`src/core/sample_fifo.sv`:
```
/*
  flop based fifo with valid/ready on both sides.
  assumes: DEPTH is a power of two; single clock.
*/
`timescale 1ns/1ps
module sample_fifo #(
  parameter int W     = 16,
  parameter int DEPTH = 16
) (
  input  wire logic         clk,
  input  wire logic         rst_n,
  input  wire logic         in_valid,
  output logic              in_ready,
  input  wire logic [W-1:0] in_data,
  output logic              out_valid,
  input  wire logic         out_ready,
  output logic      [W-1:0] out_data
);

  localparam int AW = $clog2(DEPTH);

  typedef struct packed {
    logic [DEPTH-1:0][W-1:0] mem;
    logic [AW-1:0]           wr;
    logic [AW-1:0]           rd;
    logic [AW:0]             count;
  } state_s;

  state_s st_q;
  state_s st_d;
  logic   push;
  logic   pop;

  // honest full and empty from the fill count
  assign in_ready  = (st_q.count != (AW+1)'(DEPTH));
  assign out_valid = (st_q.count != '0);
  assign out_data  = st_q.mem[st_q.rd];
  assign push      = in_valid & in_ready;
  assign pop       = out_valid & out_ready;

  // pointer and count update
  always_comb begin
    st_d = st_q;
    if (push) begin
      st_d.mem[st_q.wr] = in_data;
      st_d.wr           = st_q.wr + 1'b1;
    end
    if (pop) begin
      st_d.rd = st_q.rd + 1'b1;
    end
    if (push && !pop) begin
      st_d.count = st_q.count + 1'b1;
    end else if (pop && !push) begin
      st_d.count = st_q.count - 1'b1;
    end
  end

  always_ff @(posedge clk) begin
    if (!rst_n) begin
      st_q <= '0;
    end else begin
      st_q <= st_d;
    end
  end

endmodule

```
`config.mk`:
```
export PLATFORM = sky130hd
export DESIGN_NAME = sample_fifo
export DESIGN_NICKNAME = d
export VERILOG_FILES = /design/src/core/sample_fifo.sv
export SDC_FILE = /design/constraint.sdc
export NUM_CORES = 1
export LEC_CHECK = 0
export ABC_AREA = 1
export BUFFER_PORTS_ARGS = -buffer_cell sky130_fd_sc_hd__buf_4
export CAP_MARGIN = 20
export CORE_MARGIN = 10
export CORE_UTILIZATION = 45
export DETAILED_ROUTE_END_ITERATION = 7
export PLACE_DENSITY_LB_ADDON = 0.15
export SLEW_MARGIN = 20
export SYNTH_ARGS = -nofsm -noshare
export SYNTH_HDL_FRONTEND = slang
export SYNTH_SLANG_ARGS = --single-unit
```
`constraint.sdc`:
```
create_clock -name clk -period 1.9 [get_ports clk]
set_input_delay 0.285 -clock clk [delete_from_list [all_inputs] [get_ports clk]]
set_output_delay 0.285 -clock clk [all_outputs]
set_load 0.02 [all_outputs]
```
# Word-level counts from Yosys, hierarchy flattened
# Cells that the tools add are included.
# totals
reg_bits,269
out_inout_bits,18
inputBits,20
elab_cells,43
# op_classes
eq_ne,1
mux,7
bitwise,2
n_lt_le_gt_ge,3
n_reduce_logical,7
n_addsub,4
# ops
operator,n
$bwmux 256,1
$bmux 16 s4,1
$demux 16 s4,1
$mux 16,2
$lt 4x5->1 const B,2
$mux 5,2
$add 4x1->4 const B,2
$add 5x1->5 const B,1
$ne 5x5->1 const B,1
$reduce_bool 5->1,1
$sub 5x1->5 const B,1
$ge 4x1->1 const B,1
$logic_and 1x1->1,3
$and 1x1->1,2
$logic_not 1->1,2
$reduce_bool 2->1,1

# Logic depth before layout (Yosys ltp)
# Gate-level depths: netlist of run 1.
# logic_depth
ltp_word,6
ltp_mapped,14
depth_no_buf,13

# Least setup slack after synthesis of run 1
# OpenSTA, ideal clock, no wires.
# synth_timing
kind,reg-to-reg
startpoint,register st_q[1] (netlist name)
endpoint,register st_q[4] (netlist name)
stages_incl_launch_ff,15
synth_period_minus_slack_ns,2.077
path_slack_ns,-0.177
setup_time_ns,0.109
required_ns,1.791
n_path_buf,1
arrival_time_ns,1.969
path_cell_list,dfxtp_1 nor2_1 nand3_2 buf_6 nand2_1 inv_1 ha_1 inv_1 ha_1 a21oi_1 nand2_1 nand2_1 nand3_1 nand2_1 inv_1
# synth_via
elab_chain_cells,5
# synth_rtl
element,line_no,source
"start, declared",29,state_s st_q;
"start signal, assigned",62,st_q <= st_d;
$ne 5x5->1 (*),35,assign in_ready = (st_q.count != (AW+1)'(DEPTH));
via in_ready,13,"output logic in_ready,"
$and 1x1->1 (*),38,assign push = in_valid & in_ready;
via push,31,logic push;
$logic_not 1->1,53,end else if (pop && !push) begin
$logic_and 1x1->1,53,
$reduce_bool 2->1 (no source line),--,
# Mark *: on every way through the listed nets, which the timed path passes. The rest lies on a longest branch. The select of a mux whose other input is x is not followed.
# A chain may end at the register's enable or synchronous reset.

# Worst setup path after layout of run 1
# layout_timing
startpoint,register st_q[5] (netlist name)
endpoint,output out_data[6]
# layout_via
elab_chain_cells,2
# layout_rtl
element,line_no,source
$bmux 16 s4,37,assign out_data = st_q.mem[st_q.rd];
$mux 16 (not written as such),37,
"end, declared",17,output logic [W-1:0] out_data
# Every way passes these cells. The select of a mux whose other input is x is not followed.

==> results.md, run 1 <==
- Status: finished with violations
- Failing checks: setup timing
- VDD IR max: between 0.8 and 0.9 mV
- Final net count: 2368
- H-tree Lvls: 1
- Post-synthesis sequential area ratio: a little under two fifths
- Synth Area in Adders: 1.02%
- Syn Nets: about 2400
- Number of fill cells: slightly above 3000
- Largest net degree at the start of global routing: 56
- Clock share of power: between 30% and 40%
- Net Sw Frac: 35.7%
- Layout cell share with drive strength beyond 1: around an eighth
- First-pass GRT wire length: 67.7 mm
- Syn Area/Cell: 6.07 um2
- Vias in the first global route: 12477
- Hold_ws: between 0.02 and 0.03 ns
- Reg2reg setup slack: 0.03 ns
- Post-synthesis register bit count: 269
- Most flops, register: st_q
- Final cycle utilization of the critical path: 118%
- TritonCTS Buffers: 31
- Post-synthesis cell type count: 23
- Clk sink count: 269
- Leakage: 9.19 nW
- Gate Count Post-Synth: 2350
- Core Area: roughly 31000 um2
- Initial antenna violation count: 5
- DR pass1 iterations: 5
- Post-synth top area cell: dfxtp_1
- Clk slew on worst S/H paths: around 0.06 ns
- Final Util: 53.5%
- Hold Crit Class: in -> reg
- Achievable Freq: 0.444 GHz
- Drt drc: 0
- Simple-gate share of the synthesized area: a little under half
- Die area: 39200 um2
- Synth Area in XOR/XNOR: less than 1%
- Fin. Hold Viols: 0
- RSZ-0062 raised after global routing: true
- Warning count from the yosys run: 0
- Top-level port count: 38
- Post-synthesis mux area share: 0%
- Final WL: approximately 44 mm
- Post-CTS Hold Fix Bufs: 0
- Area growth syn-to-layout: 17.8%
- Post-route cell area: between 15000 and 20000 um2
- Post-DR vias/cell: 4.88
- Worst slew pin tran: 0.477 ns
- Post-route ant nets: 0
- Internal power: around 12 mW
- # rows: 65
- Post-DP Area: 14700 um2
- Die Wd: 198 um
- Hold endpoint: st_q[7]$_SDFFE_PN0P_
- Post-synthesis compound-gate area fraction: 0.491%
- Reg-to-Reg Start: st_q[0]$_SDFFE_PN0P_
- Clock Tree Root: clkbuf_16
- Critical Path RT: 1.62 ns
- Pre-CTS setup slack: -0.0101 ns
- GRT Util Overall: around 22%
- Synth area leaders: dfxtp_1 (38%), nand2_1 (21%), nor2_1 (14%)
- Worst r2r dst: st_q[4]$_SDFFE_PN0P_
- Main combinational cell family by area after synthesis: simple AND/OR/NAND/NOR gates
- Final setup margin: -0.350 ns
- Comb power frac: 37.2%
- CP endpoint kind: primary output
- P_sw: 6.80 mW
- I/O Buffers: 37
- Final Wtd Congestion: 0.824
- Min Tclk post-route: 2.25 ns
- Hold Path Depth: 3
- TritonCTS clock tree: done
- Slew headroom: 68.2%
- Post-Layout Cell Count: 2768
- HPWL Detailed: around 23 mm
- Post-Place Cells: 2676
- Largest register FFs: 269
- Top cell type's share of synthesized area: 37.8%
- Worst-skew pair later-pin latency: 0.57 ns
- Final clock skew: 0.00853 ns
- GR Overflow Total: 0
- R2R depth: 11
- Worst hold start: out_ready
- Reg power frac: 32.1%
- WP data arrival: approximately 2.0 ns
- Setup TNS: -5.04 ns
- Worst-path maximum fanout: 10
- Startpoint class of the critical path: flip-flop
- PwrDens: 1130 nW/um2
- Largest registers: st_q (269)
- Die H: 198 um
- CP Class: reg -> out
- Initial Util: 45.4%
- Total Power: 19.0 mW
- Drt initial violations: 1078
- Avg WL per Cell: roughly 16 um
- Netlist Area Pre-Place: 14300 um2
- Vias: ~14000
- Max clock buf depth: 3
- Pins over their slew limit: 0
- Maximum Capacitance Violations: 0
- # setup viols final: 17
[cells in the mapped netlist]
| cell | instances |
|---|---|
| a21oi_1 | 7 |
| clkinv_1 | 1 |
| nand3b_1 | 1 |
| nor2_2 | 1 |
| nand3_4 | 16 |
| clkbuf_1 | 44 |
| nand3_1 | 234 |
| buf_8 | 2 |
| inv_2 | 1 |
| buf_4 | 18 |
| inv_1 | 279 |
| xnor2_1 | 1 |
| nand2_1 | 807 |
| buf_1 | 25 |
| nand3_2 | 1 |
| o21ai_0 | 7 |
| nor2_1 | 547 |
| buf_2 | 42 |
| xor2_1 | 2 |
| ha_1 | 10 |
| buf_6 | 34 |
| fa_1 | 1 |
| dfxtp_1 | 269 |
[layout make-up]
class / count / area, um2 / share of cell area (%)
antenna: 5 / 12.5 / 0.0745
clock inverter: 7 / 42.5 / 0.253
sequential: 269 / 5400 / 32.2
clock buffer: 50 / 957 / 5.70
inverter: 281 / 1080 / 6.41
multi-input combinational: 1635 / 7300 / 43.5
tap: 402 / 503 / 2.99
timing repair buffer: 118 / 1490 / 8.89
timing repair inverter: 1 / 11.3 / 0.0670
[worst max-delay path: stages, from the launching register on]
cell and delay (ns):
dfxtp_4 0.40, buf_12 0.14, inv_8 0.12, clkbuf_16 0.19, nand2_1 0.06, nand3_1 0.06
nand3_1 0.09, nand3_2 0.09, nand2_1 0.08, buf_6 0.14
[power groups by stage]
stage / clock, mW / combinational [mW] / sequential (mW)
CTS: 5.95 / 6.08 / 6.08
floorplan: 0 / 3.74 / 6.13
finish: 5.86 / 7.07 / 6.10
global placement: 0 / 5.45 / 6.17
global route: 6.18 / 7.69 / 6.12
detailed placement: 0 / 5.47 / 6.18
[cells in the final DEF (no fill, tap or decap), types with 2 or more instances in the layout]
cell,Yosys,layout
nand2_1,807,781
nor2_1,547,546
inv_1,279,276
dfxtp_1,269,263
nand3_1,234,175
nand3_2,1,57
buf_4,18,54
clkbuf_16,0,37
buf_6,34,28
buf_12,0,22
nand2_2,0,21
nand3_4,16,19
clkbuf_8,0,12
clkbuf_1,44,8
o21ai_0,7,7
diode_2,0,5
nand2_4,0,5
a21oi_1,7,5
ha_4,0,5
ha_1,10,5
clkinv_2,0,5
buf_16,0,5
dfxtp_4,0,4
nor2_4,0,2
inv_8,0,2
xor2_1,2,2
inv_6,0,2
buf_8,2,2
dfxtp_2,0,2
[logic make-up (layout without fill, tap and decap cells)]
group	Yosys count	count (layout)
buffers and inverters	446	457
DFF	269	269
other	0	5
AOI/OAI and AO/OA	14	14
and+or+nand+nor	1607	1607
xor gates and xnor gates	3	3
adders and majority gates	11	11
[what timing repair did]
item	CTS	global route
endpoints found under the setup margin	19	156
gates cloned	3	9
pin swaps	16	33
gates resized for setup	57	96
buffers inserted	8	12
[worst max path at each step]
stage / slack (ns) / cells past startpoint / from / to
finish: -0.35 / 9 / st_q[5]$_SDFFE_PN0P_ / out_data[6]
detailed placement: -0.01 / 13 / st_q[3]$_SDFFE_PN0P_ / st_q[3]$_SDFFE_PN0P_
global placement: 0.05 / 13 / st_q[3]$_SDFFE_PN0P_ / st_q[4]$_SDFFE_PN0P_
global route: -0.41 / 8 / st_q[5]$_SDFFE_PN0P_ / out_data[7]
floorplan: 0.01 / 12 / st_q[3]$_SDFFE_PN0P_ / st_q[4]$_SDFFE_PN0P_
CTS: -0.38 / 8 / st_q[5]$_SDFFE_PN0P_ / out_data[4]
[layer usage]
metal	global-route usage, %	part of all wire (%)
met4	8.91	2.6
met5	0	0
met2	36.2	47
met3	3.26	4.5
met1	27.3	46
Note: power is estimated with default switching activity, not from simulation.
==> inputs of run 2 (changes only) <==
--- a/config.mk
+++ b/config.mk
@@ -5,7 +5,6 @@
 export SDC_FILE = /design/constraint.sdc
 export NUM_CORES = 1
 export LEC_CHECK = 0
-export ABC_AREA = 1
 export BUFFER_PORTS_ARGS = -buffer_cell sky130_fd_sc_hd__buf_4
 export CAP_MARGIN = 20
 export CORE_MARGIN = 10
==> run 2 against run 1 <==
Net effect:
- the run still ends with setup timing left
- cell area shrank 4.2%
- worst hold slack gained 0.095 ns
- sequential power shrank 1%
- largest cell class unchanged
==> results.md, run 2 <==
- Post-synthesis mux area share: a little under a third
- Ys flop type: dfxtp_1
- Vias in the first global route: 8547
- Most flops, register: st_q
- Layout cell share with drive strength beyond 1: 29.3%
- Clk slew on worst S/H paths: about 0.060 ns
- Post-synth top area cell: dfxtp_1
- Final clock skew: 0.0157 ns
- Pins over their slew limit: 0
- Netlist Area Pre-Place: 12800 um2
- CP top delay family: multiplexers
- VDD IR max: between 0.7 and 0.8 mV
- Clock Tree Root: clkbuf_16
- Initial Util: 45.8%
- Post-synth EDFFs: 0
- Maximum Capacitance Violations: 0
- Syn Nets: between 1000 and 1500
- Final net count: 1204
- Post-DR vias/cell: approximately 5.2
- Slew headroom: 47.5%
- Drt drc: 0
- H-tree Lvls: 1
- Leakage: 5.18 nW
- Startpoint class of the critical path: flip-flop
- Worst-skew pair later-pin latency: 0.56 ns
- Buf/Inv on CP: 3
- CP Class: reg -> out
- Largest registers: st_q (269)
- Reg power frac: roughly 35%
- Worst-path cell chain: buf_12 -> buf_12 -> mux4_2 -> a22oi_2 -> nand2_2 -> buf_6
- First-pass GRT wire length: 52.1 mm
- PwrDens: 1090 nW/um2
- TritonCTS Buffers: 30
- Largest net degree at the start of global routing: 70
- Final Wtd Congestion: a little over 0.7
- Vias: between 8000 and 9000
- Total Power: 17.5 mW
- Critical Path RT: 1.62 ns
- RSZ-0062 raised after global routing: true
- Post-CTS Hold Fix Bufs: 0
- Clk sink count: 269
- GR Overflow Total: 0
- Post-synthesis sequential area ratio: 42.2%
- Die area: 35500 um2
- GRT Util Overall: roughly a fifth
- CP peak stage delay: roughly 0.51 ns
- Synth cell count leaders: dfxtp_1 (269), nor2b_1 (260), mux2i_1 (259), mux4_2 (64), clkbuf_1 (43)
- WP data arrival: around 2.3 ns
- Die H: 188 um
- Warning count from the yosys run: 0
- Ys async rst share: 0%
- Post-synthesis register bit count: 269
- Net Sw Frac: 29.1%
- CP endpoint kind: primary output
- Area growth syn-to-layout: 26.2%
- Synth area leaders: dfxtp_1 (42%), mux2i_1 (20%), nor2b_1 (13%)
- Simple-gate share of the synthesized area: 15.0%
- Post-route ant nets: 0
- Crit path top cell by count: buf_12
- Worst-path maximum fanout: 7
- Comb power frac: between 30% and 40%
- Commonest non-fill, non-tap cell in the layout: dfxtp_1
- Hold Crit Class: in -> reg
- Min Tclk post-route: 2.55 ns
- Gate Count Post-Synth: 1082
- P_sw: 5.10 mW
- CP max-delay cell: mux4_2
- HPWL Detailed: roughly 19 mm
- # setup viols final: 176
- Syn Area/Cell: 11.8 um2
- Post-synthesis cell type count: 33
- Worst slew pin tran: 0.786 ns
- Fin. Hold Viols: 0
- Clock share of power: 33.4%
- Synth Area in Adders: under 10%
- Avg WL per Cell: 21.3 um
- Initial antenna violation count: 3
- Status: finished with violations
- Post-synthesis compound-gate area fraction: 5.29%
- Most numerous cell in the Yosys netlist: dfxtp_1
- Final setup margin: -0.647 ns
- Achievable Freq: roughly 0.39 GHz
- Drt initial violations: 516
- Failing checks: setup timing
- Number of fill cells: 2295
- TritonCTS clock tree: done
- Synth Area in XOR/XNOR: 0.549%
- Main combinational cell family by area after synthesis: multiplexers
- Setup TNS: -23.19 ns
- Largest register FFs: between 200 and 300
- DR pass1 iterations: 4
- Top-level port count: 38
- Final cycle utilization of the critical path: 134%
- Most frequent cells in the layout: dfxtp_1 (262), nor2b_1 (258), mux2i_1 (253), mux4_2 (64), buf_4 (53)
- Final WL: roughly 34 mm
- # rows: 61
- Top cell type's share of synthesized area: 42.2%
- Max clock buf depth: 3
- Core Area: 27900 um2
- I/O Buffers: 37
- Internal power: 12.4 mW
- Die Wd: around 190 um
[run 2: logic make-up (layout without fill, tap and decap cells)]
logic type / count (synthesis) / in the layout
multiplexers: 323 / 323
AND/OR/NAND/NOR: 310 / 310
flip-flops: 269 / 269
buffers and inverters: 99 / 213
AO/OA/AOI/OAI: 62 / 62
adder cells (fa/ha/maj): 11 / 11
XOR/XNOR: 8 / 8
other: 0 / 2
[run 2: stage by stage]
stage	utilization (%)	area (um2)	hold WS, ns	worst slack (ns)	cells
4_1_cts	57.3	16000	0.106	-0.654	1563
2_1_floorplan	-	12800	0.454	-0.632	1082
3_5_place_dp	50.2	14000	0.500	-0.541	1472
3_3_place_gp	50.2	14000	0.490	-0.480	1472
6_report	57.8	16100	0.125	-0.647	1576
5_1_grt	57.8	16100	0.131	-0.707	1576
[run 2: repair_timing]
item,CTS,global route
setup buffers,26,15
cloned,10,2
pin swaps,53,26
resized for setup,111,27
endpoints found under the setup margin,280,280
[run 2: worst paths after layout]
kind,depth (start not counted),end,slack [ns],from
max reg2reg,10,st_q[4]$_SDFFE_PN0P_,-0.37,st_q[1]$_SDFFE_PN0P_
min,2,st_q[97]$_SDFFE_PN0P_,0.12,rst_n
min reg2reg,2,st_q[200]$_SDFFE_PN0P_,0.51,st_q[200]$_SDFFE_PN0P_
max,6,out_data[9],-0.65,st_q[5]$_SDFFE_PN0P_
[run 2: power groups by stage]
stage / Combinational, mW / Clock, mW / Sequential (mW)
global route: 5.94 / 6.23 / 6.06
detailed placement: 3.85 / 0 / 6.18
floorplan: 2.78 / 0 / 6.05
global placement: 3.84 / 0 / 6.19
CTS: 5.54 / 5.99 / 6.04
finish: 5.62 / 5.85 / 6.04
[run 2: routing by layer]
metal / wire length (um) / GRT usage, %
met1: 15300 / 24.6
met2: 16200 / 31.3
met3: 1490 / 2.68
met4: 624 / 4.82
met5: 13 / 0
[run 2: area by class of cell]
class                      instances  area (um2)  area share [%]
sequential                       269        5400            33.5
tap                              378         473            2.94
timing repair buffer             152        2040            12.7
multi-input combinational        714        7140            44.4
clock buffer                      41         873            5.43
inverter                           6        27.5           0.171
clock inverter                    14         130           0.809
antenna                            2        5.00          0.0311
[run 2: worst reg2reg max path, stage by stage (launching register included)]
cell and delay [ns]:
dfxtp_2 0.32, buf_6 0.11, nor4_4 0.35, a21oi_4 0.11, ha_4 0.19, buf_6 0.12
fa_2 0.35, nand3b_1 0.21, a211oi_2 0.19, a31oi_1 0.08, mux2i_1 0.13
